===== config.mk =====
export PLATFORM = sky130hd
export DESIGN_NAME = tpio_top
export DESIGN_NICKNAME = d
export VERILOG_FILES = /design/src/common/tpio_pkg.sv /design/src/rtl/tpio_top.sv
export VERILOG_INCLUDE_DIRS = /design/src /design/src/common
export SDC_FILE = /design/constraint.sdc
export NUM_CORES = 1
export LEC_CHECK = 0
export BUFFER_PORTS_ARGS = -buffer_cell sky130_fd_sc_hd__buf_4
export CAP_MARGIN = 20
export CORE_ASPECT_RATIO = 2
export CORE_UTILIZATION = 48
export DETAILED_ROUTE_END_ITERATION = 8
export PLACE_DENSITY_LB_ADDON = 0.2
export RECOVER_POWER = 50
export SKIP_CTS_REPAIR_TIMING = 1
export SLEW_MARGIN = 10
export SYNTH_ARGS = -nofsm -noshare
export SYNTH_HDL_FRONTEND = slang
export SYNTH_SLANG_ARGS = --single-unit

===== constraint.sdc =====
create_clock -name hclk -period 2.1 [get_ports hclk]
set_input_delay 0.525 -clock hclk [delete_from_list [all_inputs] [get_ports hclk]]
set_output_delay 0.525 -clock hclk [all_outputs]
set_load 0.05 [all_outputs]

===== src/common/tpio_regs.svh =====
`ifndef TPIO_REGS_SVH
`define TPIO_REGS_SVH

// Register indices; the byte address of a register is four times its index.
`define TPIO_IDX_A_DATA 3'h0
`define TPIO_IDX_B_DATA 3'h1
`define TPIO_IDX_C_DATA 3'h3
`define TPIO_IDX_A_DIR 3'h4
`define TPIO_IDX_B_DIR 3'h5
`define TPIO_IDX_C_DIR 3'h6
`define TPIO_IDX_IRQ_CTRL 3'h7
`define TPIO_IDX_HOLE 3'h2

// Address fields of haddr.
`define TPIO_IDX_LSB 2
`define TPIO_IDX_MSB 4
`define TPIO_ADDR_MSB 31
`define TPIO_ADDR_HI_LSB 5

// Reset values.
`define TPIO_DIR_RESET 8'h00
`define TPIO_CTRL_RESET 2'h1
`define TPIO_SYNC_RESET 25'h1ffffff

// Interrupt control field positions.
`define TPIO_CTRL_MASK_BIT 0
`define TPIO_CTRL_LEVEL_BIT 1

// Bus response and transfer-type bit.
`define TPIO_HRESP_OKAY 1'b0
`define TPIO_HTRANS_ACTIVE_BIT 1

`endif


===== src/common/tpio_pkg.sv =====
package tpio_pkg;

   typedef logic [7:0] tpio_byte_t;

   // One byte per port: index 0 is the first port, 2 the third.
   typedef logic [2:0][7:0] tpio_ports_t;

   typedef struct packed {
      logic write;
      logic in_map;
      logic [2:0] idx;
   } tpio_breq_s;

   typedef struct packed {
      logic level_mode;
      logic ext_mask;
   } tpio_ctrl_s;

   typedef enum logic {
      TPIO_BUS_IDLE,
      TPIO_BUS_DATA
   } tpio_bus_e;

endpackage : tpio_pkg


===== src/rtl/tpio_top.sv =====
`timescale 1ns/1ps
`include "tpio_regs.svh"
module tpio_top #(
   parameter logic [7:0] PB_PULLUP_SEL = 8'hff
) (
   input wire logic hclk,
   input wire logic hresetn,
   input wire logic hclken,
   input wire logic hsel,
   input wire logic [31:0] haddr,
   input wire logic [1:0] htrans,
   input wire logic hwrite,
   input wire logic [2:0] hsize,
   input wire logic [31:0] hwdata,
   input wire logic hready,
   output logic hreadyout,
   output logic hresp,
   output logic [31:0] hrdata,
   input wire tpio_pkg::tpio_ports_t pin_in,
   output tpio_pkg::tpio_ports_t pin_out,
   output tpio_pkg::tpio_ports_t pin_oe,
   output logic [7:0] pb_pullup_en,
   input wire logic ext_irq_n,
   input wire logic irq_ack,
   output logic ext_irq_req
);
   import tpio_pkg::*;

   // Index tables of the three ports, first port in slot 0.
   localparam logic [2:0] DATA_IDX [3] = '{`TPIO_IDX_A_DATA,
      `TPIO_IDX_B_DATA, `TPIO_IDX_C_DATA};
   localparam logic [2:0] DIR_IDX [3] = '{`TPIO_IDX_A_DIR,
      `TPIO_IDX_B_DIR, `TPIO_IDX_C_DIR};

   tpio_bus_e state;
   tpio_breq_s req;
   tpio_breq_s next_req;
   tpio_ctrl_s ctrl;
   tpio_ports_t latch;
   tpio_ports_t dir;
   tpio_ports_t pin_f;
   logic [24:0] sync1;
   logic [24:0] sync2;
   logic [24:0] sync3;
   logic [24:0] filt;
   logic edge_latch;
   logic line_low_d;

   // Address phase decode.
   wire addr_ok = hsel & htrans[`TPIO_HTRANS_ACTIVE_BIT] & hready;
   wire [2:0] addr_idx = haddr[`TPIO_IDX_MSB:`TPIO_IDX_LSB];
   wire addr_hi_zero = ~|haddr[`TPIO_ADDR_MSB:`TPIO_ADDR_HI_LSB];
   wire addr_in_map = addr_hi_zero & (addr_idx != `TPIO_IDX_HOLE);
   assign next_req = '{write: hwrite, in_map: addr_in_map, idx: addr_idx};

   // Data phase strobes.
   wire in_data = (state == TPIO_BUS_DATA);
   wire wr_go = in_data & req.write & req.in_map;
   wire ctrl_sel = req.in_map & (req.idx == `TPIO_IDX_IRQ_CTRL);
   wire [2:0] data_sel;
   wire [2:0] dir_sel;
   wire [2:0][7:0] rd_term;
   wire [7:0] ctrl_term = ctrl_sel ? {6'h00, ctrl} : 8'h00;
   wire [7:0] rd_byte = rd_term[0] | rd_term[1] | rd_term[2] | ctrl_term;
   wire [31:0] rd_word = {24'h000000, rd_byte};

   // Bus state machine: every transfer takes one wait state, so a write is
   // complete before any later read samples the registers.
   always_ff @(posedge hclk or negedge hresetn) begin
      if (!hresetn) begin
         state <= TPIO_BUS_IDLE;
         req <= '0;
         hreadyout <= 1'b1;
         hrdata <= 32'h00000000;
      end else if (hclken) begin
         case (state)
            TPIO_BUS_IDLE: begin
               if (addr_ok) begin
                  req <= next_req;
                  hreadyout <= 1'b0;
                  state <= TPIO_BUS_DATA;
               end
            end
            TPIO_BUS_DATA: begin
               hreadyout <= 1'b1;
               state <= TPIO_BUS_IDLE;
               if (!req.write) begin
                  hrdata <= rd_word;
               end
            end
            default: begin
               state <= TPIO_BUS_IDLE;
               hreadyout <= 1'b1;
            end
         endcase
      end
   end

   always_ff @(posedge hclk or negedge hresetn) begin
      if (!hresetn) begin
         hresp <= `TPIO_HRESP_OKAY;
         pb_pullup_en <= PB_PULLUP_SEL;
      end else if (hclken) begin
         hresp <= `TPIO_HRESP_OKAY;
         pb_pullup_en <= PB_PULLUP_SEL;
      end
   end

   // Pin and external request synchronisers. A bit only counts once the
   // second and third stages agree, which also rejects a one-cycle glitch.
   wire [24:0] raw = {ext_irq_n, pin_in};
   wire [24:0] agree = ~(sync2 ^ sync3);
   wire [24:0] next_filt = (sync2 & agree) | (filt & ~agree);

   always_ff @(posedge hclk or negedge hresetn) begin
      if (!hresetn) begin
         sync1 <= `TPIO_SYNC_RESET;
         sync2 <= `TPIO_SYNC_RESET;
         sync3 <= `TPIO_SYNC_RESET;
         filt <= `TPIO_SYNC_RESET;
      end else if (hclken) begin
         sync1 <= raw;
         sync2 <= sync1;
         sync3 <= sync2;
         filt <= next_filt;
      end
   end

   assign pin_f = filt[23:0];
   wire irq_pin_high = filt[24];

   // Per-port data latch, direction register and read selection.
   genvar p;
   generate
      for (p = 0; p < 3; p++) begin : g_port
         assign data_sel[p] = req.in_map & (req.idx == DATA_IDX[p]);
         assign dir_sel[p] = req.in_map & (req.idx == DIR_IDX[p]);
         // Output bits read the latch, input bits the sensed level.
         wire [7:0] data_view = (dir[p] & latch[p]) | (~dir[p] & pin_f[p]);
         assign rd_term[p] = data_sel[p] ? data_view :
                             (dir_sel[p] ? dir[p] : 8'h00);

         // The latch has no reset: its content survives a reset, and the
         // pins stay undriven until software turns them into outputs.
         always_ff @(posedge hclk) begin
            if (hclken && wr_go && data_sel[p]) begin
               latch[p] <= hwdata[7:0];
            end
         end

         always_ff @(posedge hclk or negedge hresetn) begin
            if (!hresetn) begin
               dir[p] <= `TPIO_DIR_RESET;
            end else if (hclken && wr_go && dir_sel[p]) begin
               dir[p] <= hwdata[7:0];
            end
         end
      end
   endgenerate

   assign pin_out = latch;
   assign pin_oe = dir;

   // Interrupt control register.
   always_ff @(posedge hclk or negedge hresetn) begin
      if (!hresetn) begin
         ctrl <= `TPIO_CTRL_RESET;
      end else if (hclken && wr_go && ctrl_sel) begin
         ctrl.ext_mask <= hwdata[`TPIO_CTRL_MASK_BIT];
         ctrl.level_mode <= hwdata[`TPIO_CTRL_LEVEL_BIT];
      end
   end

   // Keyscan: only pulled-up second-port pins that are inputs take part.
   wire [7:0] key_en = PB_PULLUP_SEL & ~dir[1];
   wire [7:0] key_low = key_en & ~pin_f[1];
   wire line_low = ~irq_pin_high | (|key_low);
   wire line_fall = line_low & ~line_low_d;
   // A new edge in the acknowledge cycle is kept: set wins over clear.
   wire next_edge_latch = line_fall | (edge_latch & ~irq_ack);
   wire level_req = ctrl.level_mode & line_low;
   wire next_irq_req = ~ctrl.ext_mask & (edge_latch | level_req);

   always_ff @(posedge hclk or negedge hresetn) begin
      if (!hresetn) begin
         line_low_d <= 1'b0;
         edge_latch <= 1'b0;
         ext_irq_req <= 1'b0;
      end else if (hclken) begin
         line_low_d <= line_low;
         edge_latch <= next_edge_latch;
         ext_irq_req <= next_irq_req;
      end
   end

   // Checks. Most are switched off while hclken is low, because a frozen
   // block legitimately holds every request and every wait state, and a
   // check that ran on frozen edges would compare against stale history.

   // Direction registers: a write lands on the enables one edge later.
   a_dir_write_oe: assert property (@(posedge hclk)
      disable iff (!hresetn || !hclken)
      (wr_go && dir_sel[1]) |=> (pin_oe[1] == $past(hwdata[7:0])))
      else $error("direction write not seen on output enables");

   a_dir_write_a: assert property (@(posedge hclk)
      disable iff (!hresetn || !hclken)
      (wr_go && dir_sel[0]) |=> (pin_oe[0] == $past(hwdata[7:0])))
      else $error("first port direction write not seen");

   a_dir_write_c: assert property (@(posedge hclk)
      disable iff (!hresetn || !hclken)
      (wr_go && dir_sel[2]) |=> (pin_oe[2] == $past(hwdata[7:0])))
      else $error("third port direction write not seen");

   // Without a direction write the first port's enables must not move at all.
   a_oe_hold: assert property (@(posedge hclk)
      disable iff (!hresetn || !hclken)
      !(wr_go && dir_sel[0]) |=> $stable(pin_oe[0]))
      else $error("first port enables changed without a write");

   a_reset_dir: assert property (@(posedge hclk)
      disable iff (!hresetn || !hclken)
      $rose(hresetn) |-> (pin_oe == '0))
      else $error("direction bits not cleared by reset");

   // Data latches: the write reaches the latch but never the direction.
   a_latch_write_pin: assert property (@(posedge hclk)
      disable iff (!hresetn || !hclken)
      (wr_go && data_sel[0]) |=> (pin_out[0] == $past(hwdata[7:0]))
      && $stable(pin_oe[0]))
      else $error("data write did not reach latch or changed direction");

   a_latch_write_b: assert property (@(posedge hclk)
      disable iff (!hresetn || !hclken)
      (wr_go && data_sel[1]) |=> (pin_out[1] == $past(hwdata[7:0]))
      && $stable(pin_oe[1]))
      else $error("second port data write went wrong");

   a_latch_write_c: assert property (@(posedge hclk)
      disable iff (!hresetn || !hclken)
      (wr_go && data_sel[2]) |=> (pin_out[2] == $past(hwdata[7:0]))
      && $stable(pin_oe[2]))
      else $error("third port data write went wrong");

   // Read path: each bit picks the latch or the sensed level by direction.
   a_read_mixed: assert property (@(posedge hclk)
      disable iff (!hresetn || !hclken)
      (in_data && !req.write && data_sel[2]) |=>
      (hrdata[7:0] == (($past(dir[2]) & $past(latch[2]))
      | (~$past(dir[2]) & $past(pin_f[2])))) && hreadyout)
      else $error("data read did not merge latch and pin by direction");

   a_read_a: assert property (@(posedge hclk)
      disable iff (!hresetn || !hclken)
      (in_data && !req.write && data_sel[0]) |=>
      (hrdata[7:0] == (($past(dir[0]) & $past(latch[0]))
      | (~$past(dir[0]) & $past(pin_f[0])))))
      else $error("first port data read went wrong");

   a_read_b: assert property (@(posedge hclk)
      disable iff (!hresetn || !hclken)
      (in_data && !req.write && data_sel[1]) |=>
      (hrdata[7:0] == (($past(dir[1]) & $past(latch[1]))
      | (~$past(dir[1]) & $past(pin_f[1])))))
      else $error("second port data read went wrong");

   a_dir_read: assert property (@(posedge hclk)
      disable iff (!hresetn || !hclken)
      (in_data && !req.write && dir_sel[0]) |=>
      (hrdata[7:0] == $past(dir[0])))
      else $error("direction read did not return the register");

   a_upper_zero: assert property (@(posedge hclk)
      disable iff (!hresetn)
      hrdata[31:8] == 24'h000000)
      else $error("read data above the port byte not zero");

   a_unmapped_zero: assert property (@(posedge hclk)
      disable iff (!hresetn || !hclken)
      (addr_ok && !hwrite && !addr_in_map && !in_data) |->
      ##2 (hrdata == 32'h00000000))
      else $error("unmapped read returned nonzero data");

   a_one_wait: assert property (@(posedge hclk)
      disable iff (!hresetn || !hclken)
      (addr_ok && !in_data) |=> !hreadyout ##1 hreadyout)
      else $error("transfer did not take exactly one wait state");

   a_okay_only: assert property (@(posedge hclk)
      disable iff (!hresetn)
      hresp == `TPIO_HRESP_OKAY)
      else $error("slave answered other than OKAY");

   // A filtered bit may only move on an edge where stages two and three
   // agreed, otherwise a single-cycle glitch would leak through.
   a_sync_agree: assert property (@(posedge hclk)
      disable iff (!hresetn || !hclken)
      ((filt ^ $past(filt)) & ($past(sync2) ^ $past(sync3))) == '0)
      else $error("filtered input moved without stage agreement");

   // Interrupt path.
   a_mask_blocks: assert property (@(posedge hclk)
      disable iff (!hresetn || !hclken)
      ext_irq_req |-> !$past(ctrl.ext_mask))
      else $error("request raised while the external mask was set");

   a_masked_quiet: assert property (@(posedge hclk)
      disable iff (!hresetn || !hclken)
      ctrl.ext_mask |=> !ext_irq_req)
      else $error("request follows a set external mask");

   a_output_no_key: assert property (@(posedge hclk)
      disable iff (!hresetn || !hclken)
      ((&dir[1]) && irq_pin_high) |-> !line_low)
      else $error("keyscan active on a second-port output pin");

   a_key_fall_latch: assert property (@(posedge hclk)
      disable iff (!hresetn || !hclken)
      (line_low && !line_low_d) |=> edge_latch)
      else $error("falling edge on the request line not latched");

   a_level_holds: assert property (@(posedge hclk)
      disable iff (!hresetn || !hclken)
      (ctrl.level_mode && !ctrl.ext_mask && line_low)[*2] |->
      ext_irq_req)
      else $error("level request not raised");

   a_key_reaches: assert property (@(posedge hclk)
      disable iff (!hresetn || !hclken)
      ((|key_low) && ctrl.level_mode && !ctrl.ext_mask)[*2] |->
      ext_irq_req)
      else $error("keyscan level did not reach the request");

   a_edge_sticks: assert property (@(posedge hclk)
      disable iff (!hresetn || !hclken)
      (edge_latch && !irq_ack && !ctrl.ext_mask) |=>
      (edge_latch && ext_irq_req))
      else $error("latched edge lost before acknowledge");

   a_ack_clears: assert property (@(posedge hclk)
      disable iff (!hresetn || !hclken)
      (irq_ack && !line_fall) |=> !edge_latch)
      else $error("acknowledge did not clear the latched edge");

   a_pullup_fixed: assert property (@(posedge hclk)
      disable iff (!hresetn)
      ##1 (pb_pullup_en == PB_PULLUP_SEL))
      else $error("pullup enables differ from build option");

   c_dir_write: cover property (@(posedge hclk) disable iff (!hresetn)
      wr_go && dir_sel[0]);
   c_read_input: cover property (@(posedge hclk) disable iff (!hresetn)
      in_data && !req.write && data_sel[1] && (dir[1] != 8'hff));
   c_key_irq: cover property (@(posedge hclk) disable iff (!hresetn)
      (|key_low) ##1 edge_latch ##1 ext_irq_req);
   c_unmapped: cover property (@(posedge hclk) disable iff (!hresetn)
      in_data && !req.in_map);
   c_level_irq: cover property (@(posedge hclk) disable iff (!hresetn)
      ctrl.level_mode && ext_irq_req);

endmodule : tpio_top


Word-level counts from Yosys, hierarchy flattened

Index checks and enable logic that the tools add are counted.

Register bits: 168
Latch bits: 0
RAM bits: 0
Bits in read-only memories: 0
Bits of input ports: 101
Output and inout port bits: 91
Memories: 0

Add/subtract/negate cells: 0
$mul: 0
Div/mod/pow operators: 0
Magnitude comparators: 0
Equal/unequal tests: 8
Shift-type cells: 0
Multiplexer cells: 11
Bitwise logic cells: 48
Reductions and logical operators: 15

Operators with widths:

| cell               | count |
|---|---|
| $and 8x8->8        | 7 |
| $and 25x25->25     | 2 |
| $not 25->25        | 2 |
| $mux 8             | 6 |
| $or 8x8->8         | 5 |
| $not 8->8          | 4 |
| $reduce_or 27->1   | 1 |
| $or 25x25->25      | 1 |
| $xor 25x25->25     | 1 |
| $and 1x1->1        | 16 |
| $eq 3x3->1 const B | 4 |
| $logic_and 1x1->1  | 8 |
| $or 8x2->8         | 1 |
| $reduce_or 8->1    | 1 |
| $not 1->1          | 6 |
| $reduce_and 3->1   | 2 |
| $pmux 1 s2         | 2 |
| $eq 3x1->1 const B | 1 |
| $eq 3x2->1 const B | 1 |
| $logic_not 3->1    | 1 |
| $ne 3x2->1 const B | 1 |
| $or 1x1->1         | 3 |
| $mux 1             | 2 |
| $mux 2             | 1 |
| 3 further kinds    | 3 |

Longest topological paths before layout

Gate-level depths: netlist of the first run.

Depth in word-level cells: 7
Depth in mapped cells: 6
Depth with buffers taken out: 4

Least setup slack after synthesis of the first run

No wires, ideal clock.

Kind: input to register
From: in hclken
To: reg latch, in the netlist pin_out[0], enable pin
Arrival: 1.836 ns
Data required time: 1.705 ns
Slack: -0.131 ns
Stages: 4
Buffers on the path: 1
Path through: buf_4 and3_4 nand2_1 nor4_1

Word-level cells in the longest chain between the ends: 2

Ends and longest elaborated chain:

| element                        | line            | text |
|---|---|---|
| start, declared                | tpio_top.sv:8   | `input wire logic hclken,` |
| $logic_and 1x1->1 (2 in a row) | tpio_top.sv:146 | `if (hclken && wr_go && data_sel[p]) begin` |
| end signal, assigned by index  | tpio_top.sv:147 | `latch[p] <= hwdata[7:0];` |
| end, declared                  | tpio_top.sv:39  | `tpio_ports_t latch;` |

No other way between the ends.
A chain may end at the register's enable or synchronous reset.

==> qor.csv, run 1 <==
stage,metric,value,unit
run,drv_cap,0,
yosys,synth.mux.area_fraction,0.1653,
clock_network,numCtsBuffers,17,
status,outcome,"finished, final reports clean",
timing,relSlewSlack,0.05249,
worst_setup_path,slowest_stage,buf_4,
die,start_util,0.4932,
timing,clock.fmax,531.0,MHz
worst_setup_path,cp.required,2420,ps
die,die_x,90.87,um
timing,whs,325.6,ps
die,io_pins,192,
worst_setup_path,start_kind,primary input,
finish,area_delta_synth_final,22.10,%
finish,post-route-util,0.6021,
yosys,syn_area,7582,um^2
timing,timing.final.crit_period,1883,ps
yosys,synthAdderAreaFrac,0,
yosys,yosys-top-cells-count,"mux2_2, dfstp_2, a21oi_1, dfrtp_1, nor2_1",
timing,period_share,0.8967,
timing,setup_viol,0,
drt,routed-via-count,5099,
power,p_per_area,935.1,nW/um^2
yosys,yosysUniqueCellTypes,44,
yosys,async_reset_ff_frac,0.8571,
worst_setup_path,crit_chain,"buf_4, buf_4, nand2_1, a32o_1",
timing,rsz0062_at_grt,no,
yosys,synth-edff-count,24,
worst_setup_path,cp_common_cell,buf_4,
yosys,synth_top_area_frac,0.3535,
grt,overflow,0,
clock_network,cts_tree,built,
power,leakage,3.834,nW
yosys,synth_area_per_cell,12.49,um^2
worst_setup_path,cp_slowest_stage_delay,970,ps
die,core_area,15370,um^2
die,die_area,16330,um^2
timing,tightest_slew,1421,ps
finish,drive_above_1_share,0.5217,
yosys,yosys-top-cells-area,"dfstp_2, mux2_2, dfrtp_1, edfxtp_1, a21oi_1",
finish,nets,847,
clock_network,clkTransAtPathRegs,70,ps
yosys,yosysWarnings,0,
clock_network,clk_path_buf_depth,2,
worst_setup_path,cp.arrival,2200,ps
worst_setup_path,worstSetupPathType,in2reg,
clock_network,clk_latency,430,ps
clock_network,cts.sinks,168,
grt,grt_usage,0.2274,
die,die_y,179.7,um
timing,fin_skew,5.768,ps
drt,via_per_inst,5.328,
drt,drt_iter0_drc,280,
yosys,ys_seq_area_frac,0.5871,
timing,fin_tns_setup,0,ps
timing,finalHoldViolations,0,
drt,drc,0,
worst_setup_path,path_max_fanout,131,
drt,drt_pass1_iterations,5,
yosys,synth_top_family_by_area,multiplexers,
placed_design,dp_cells,925,
yosys,synthSimpleGateAreaFrac,0.1168,
yosys,synth_xor_area_frac,0,
placed_design,io_buffers,128,
worst_setup_path,cp-end-kind,register,
grt,grt_start_max_net_pins,132,
drt,wl_per_cell,18.38,um
grt,antenna_found_initial,0,
timing,drv_slew,0,
drt,route.antenna.remaining_nets,0,
drt,postRouteWirelength,17590,um
placed_design,gp_congestion,0.8843,
yosys,synth_compound_area_frac,0.07459,
finish,antenna_cells,0,
yosys,yosys_register_bits,168,
yosys,synth_most_common_cell,mux2_2,
yosys,netlist_instances,607,
finish,fin_cells,957,
clock_network,cts.htree.levels,4,
placed_design,hpwl,12920,um
yosys,ys.flop_type,dfstp_2,
power,vdd_drop_max,0.6900,mV
min_path,hold_class,in2reg,
die,row_count,64,
grt,grt_pass1_wl,28050,um
grt,grt_pass1_vias,5333,
clock_network,cts-root-buf,clkbuf_16,
yosys,yosysTopAreaCell,dfstp_2,
## per-layer routing
| metal | part of all wire | vias to the layer above | global-route usage |
|---|---|---|---|
| met1 | 0.37 | 2524 | 0.2548 |
| met3 | 0.042 | 33 | 0.04611 |
| li1 | - | 2368 | - |
| met2 | 0.54 | 174 | 0.4021 |
| met4 | 0.044 | 0 | 0.1187 |
| met5 | 0 | - | 0 |
## kinds of logic (layout without fill, tap and decap cells)
family                 after synthesis  after routing
DFF                                168            168
muxes                              112            112
and+or+nand+nor                    150            150
AOI/OAI and AO/OA                  102            102
other                                2             33
buffers and inverters               73            194
## stage by stage
| step | worst slack [ps] | power, mW | cell area, um^2 |
|---|---|---|---|
| 5_1_grt | 89.67 | 9.040 | 9258 |
| 3_5_place_dp | 178.9 | 5.739 | 8747 |
| 3_3_place_gp | 192.8 | 5.653 | 8747 |
| 6_report | 216.9 | 8.657 | 9258 |
| 4_1_cts | 267.2 | 8.763 | 9315 |
| 2_1_floorplan | 183.2 | 5.230 | 7705 |
## final cells by class
type	instances	area [um^2]
clock buffers	18	439.2
clock inverters	14	128.9
fillers	1269	6117
inverters	12	45.04
multi-input cells	397	2835
flip-flops and latches	168	4452
well taps	198	247.7
repair buffers	150	1110
## layout by cell type (no fill, tap or decap), types with 4 or more instances in the layout
cell type	Yosys	final
nand3_1	11	11
o32ai_1	7	7
conb_1	2	33
inv_1	12	12
inv_8	0	4
buf_4	36	136
clkbuf_16	0	17
nor4_1	13	12
nand3b_1	10	10
clkbuf_1	17	9
o21ai_0	17	17
or3b_2	7	7
nor3b_1	7	7
a21oi_1	67	67
nor2_1	41	41
edfxtp_1	24	24
dfstp_2	102	102
dfrtp_1	42	42
mux2_2	106	106
mux2i_1	6	6
nand2_1	12	12
nand2b_1	33	33
inv_6	0	5
## worst max-delay path: cells and delay by family
family                 cells  cell delay [ps]
and+or+nand+nor            1              190
AOI/OAI and AO/OA          1              270
buffers and inverters      2             1090
## path summary, 6_finish.rpt
| kind | start | end | slack (ps) | cells past startpoint |
|---|---|---|---|---|
| min in group asynchronous | hresetn | ext_irq_req$_DFFE_PN0P_ | 350 | 1 |
| max in group asynchronous | hresetn | sync3[16]$_DFFE_PN1P_ | 580 | 2 |
| hold reg to reg | hrdata[7]$_DFFE_PN0P_ | hrdata[7]$_DFFE_PN0P_ | 490 | 2 |
| hold / removal | pin_in[11] | sync1[11]$_DFFE_PN1P_ | 330 | 2 |
| setup / recovery | hclken | edge_latch$_DFFE_PN0P_ | 220 | 4 |
| setup reg to reg | req[3]$_DFFE_PN0P_ | hrdata[2]$_DFFE_PN0P_ | 260 | 4 |
## where the power goes
group	switching, mW	total (mW)	internal [mW]
Combinational	0.728	1.32	0.597
Sequential	0.375	4.34	3.96
Clock	1.39	2.99	1.60
Total	2.49	8.66	6.16
No activity file was read; power rests on OpenSTA's default activity.
==> run 2: changes to the inputs <==
--- a/config.mk
+++ b/config.mk
@@ -8,8 +8,7 @@
 export LEC_CHECK = 0
 export BUFFER_PORTS_ARGS = -buffer_cell sky130_fd_sc_hd__buf_4
 export CAP_MARGIN = 20
-export CORE_ASPECT_RATIO = 2
-export CORE_UTILIZATION = 48
+export CORE_UTILIZATION = 53
 export DETAILED_ROUTE_END_ITERATION = 8
 export PLACE_DENSITY_LB_ADDON = 0.2
 export RECOVER_POWER = 50
==> constraint.sdc (replaced) <==
create_clock -name hclk -period 1.88 [get_ports hclk]
set_input_delay 0.47 -clock hclk [delete_from_list [all_inputs] [get_ports hclk]]
set_output_delay 0.47 -clock hclk [all_outputs]
set_load 0.05 [all_outputs]
==> run 2 against run 1 <==
Setup slack lost 160 ps. Clock power grew 8.0%. Utilization grew 7.5 points. Non-clock buffer count grew 15. Clock-buffer cell count grew 1. Flip-flop and latch count is the same. Power grew 11%. Via count grew 2.6%. Critical path depth grew 3. Highest routed layer unchanged.
==> qor.csv, run 2 (synthesis gave the netlist of run 1 again) <==
stage,metric,value,unit
status,outcome,"finished, final reports clean",
finish,nets,862,
finish,layout_commonest_cell,buf_4,
power,intPower,7.085,mW
timing,period_share,0.9701,
timing,timing.final.crit_period,1824,ps
drt,routed-via-count,5231,
clock_network,clk_path_buf_depth,2,
worst_setup_path,worst-path-buf-inv,3,
clock_network,numCtsBuffers,17,
die,die_x,121.6,um
worst_setup_path,cp_common_cell,buf_4,
grt,grt_pass1_wl,27270,um
worst_setup_path,start_kind,register,
min_path,hold_class,in2reg,
drt,route.antenna.remaining_nets,0,
drt,wl_per_cell,17.87,um
clock_network,clkTransAtPathRegs,60,ps
worst_setup_path,path_max_fanout,11,
die,die_area,14790,um^2
finish,post-route-util,0.6772,
grt,grt_usage,0.2490,
timing,fin_skew,5.403,ps
worst_setup_path,worstSetupPathType,reg2reg,
die,die_y,121.6,um
worst_setup_path,crit_cells,7,
finish,area_delta_synth_final,24.46,%
grt,grt_start_max_net_pins,85,
clock_network,cts.htree.levels,4,
timing,relSlewSlack,0.1797,
finish,antenna_cells,0,
grt,antenna_found_initial,0,
grt,grt_pass1_vias,5240,
timing,drv_slew,0,
worst_setup_path,slowest_stage,dfrtp_1,
power,vdd_drop_max,0.5858,mV
drt,drc,0,
min_path,min_path_cells,2,
timing,clock.fmax,548.3,MHz
finish,drive_above_1_share,0.5284,
worst_setup_path,cp.required,2180,ps
worst_setup_path,cp.arrival,2130,ps
min_path,hold_start,pin_in[3],
worst_setup_path,critical_path.top_delay_family,buffers and inverters,
worst_setup_path,timing.rr.start,req[3]$_DFFE_PN0P_,
die,core_area,13930,um^2
timing,setup_viol,0,
timing,rsz0062_at_grt,no,
placed_design,hpwl,12390,um
die,start_util,0.5441,
placed_design,gp_congestion,0.8587,
power,p_comb_frac,0.163,
clock_network,cts_tree,built,
drt,drt_pass1_iterations,4,
grt,overflow,0,
run,drv_cap,0,
die,row_count,43,
timing,finalHoldViolations,0,
die,io_pins,192,
power,p_sw_frac,0.2626,
timing,tightest_slew,1230,ps
power,leakage,3.914,nW
clock_network,cts.sinks,168,
power,switching_power,2.524,mW
drt,postRouteWirelength,17040,um
worst_setup_path,reg2regPathDepth,7,
power,p_per_area,1018,nW/um^2
worst_setup_path,cp_slowest_stage_delay,460,ps
worst_setup_path,cp-startpoint,req[3]$_DFFE_PN0P_,
worst_setup_path,crit_chain,"buf_4, nand4bb_1, buf_4, o32ai_2, nor4_1, buf_4, o21ai_0",
finish,final_cell_mix,"buf_4, mux2_2, dfstp_2",
drt,drt_iter0_drc,339,
worst_setup_path,cp-end-kind,register,
timing,fin_tns_setup,0,ps
power,p_seq_frac,0.501,
placed_design,io_buffers,128,
clock_network,clk_latency,420,ps
power,pwr-share-clk,0.336,
drt,via_per_inst,5.483,
clock_network,cts-root-buf,clkbuf_16,
-- run 2: cell count changes in the layout (fill, tap and decap cells not counted), moves of 2 or more --
cell | before | now
clkinv_1 | 0 | 5
inv_8 | 4 | 0
buf_12 | 2 | 8
clkbuf_1 | 9 | 12
buf_4 | 136 | 145
inv_6 | 5 | 0
clkinv_4 | 3 | 0
o32ai_2 | 0 | 5
o32ai_1 | 7 | 2
bufinv_16 | 0 | 2
clkinv_2 | 0 | 5
-- run 2: layer usage --
metal	track usage	vias up	part of all wire
met1	0.3183	2594	0.41
li1	-	2408	-
met5	0	-	0
met4	0.1073	0	0.024
met3	0.06133	26	0.064
met2	0.4041	203	0.50
-- run 2: final cells by class --
cell class	instances	area, um^2
inverters	12	45.04
well taps	180	225.2
clock buffers	19	432.9
repair buffers	165	1296
clock inverters	13	111.4
fillers	1027	4498
multi-input cells	397	2873
flip-flops and latches	168	4453
-- run 2: power by group through the flow --
stage	registers, mW	logic [mW]	clock network, mW
final	4.81	1.57	3.23
after floorplan	4.79	1.06	0
after CTS	4.81	1.58	3.30
after detailed placement	4.87	1.57	0
after global routing	4.89	1.72	3.45
after global placement	4.83	1.50	0
-- run 2: final timing paths --
| path | to | slack, ps |
|---|---|---|
| max | hrdata[6]$_DFFE_PN0P_ | 60 |
| min | sync1[3]$_DFFE_PN1P_ | 280 |
| max reg2reg | hrdata[6]$_DFFE_PN0P_ | 60 |
| min reg2reg | hrdata[6]$_DFFE_PN0P_ | 480 |
| max in group asynchronous | sync2[11]$_DFFE_PN1P_ | 390 |
| min in group asynchronous | pin_oe[6]$_DFFE_PN0P_ | 320 |
-- run 2: stage by stage --
| step | cells | hold slack, ps | cell area (um^2) | total power, mW | setup WS, ps |
|---|---|---|---|---|---|
| 6_report | 954 | 276.6 | 9437 | 9.608 | 56.17 |
| 3_3_place_gp | 921 | 438.3 | 8905 | 6.332 | 104.8 |
| 2_1_floorplan | 638 | 174.4 | 7705 | 5.842 | 18.16 |
| 5_1_grt | 954 | 262.9 | 9437 | 10.06 | 1.443 |
| 3_5_place_dp | 921 | 445.1 | 8905 | 6.437 | 51.96 |
| 4_1_cts | 953 | -9.000 | 9449 | 9.687 | 8.338 |
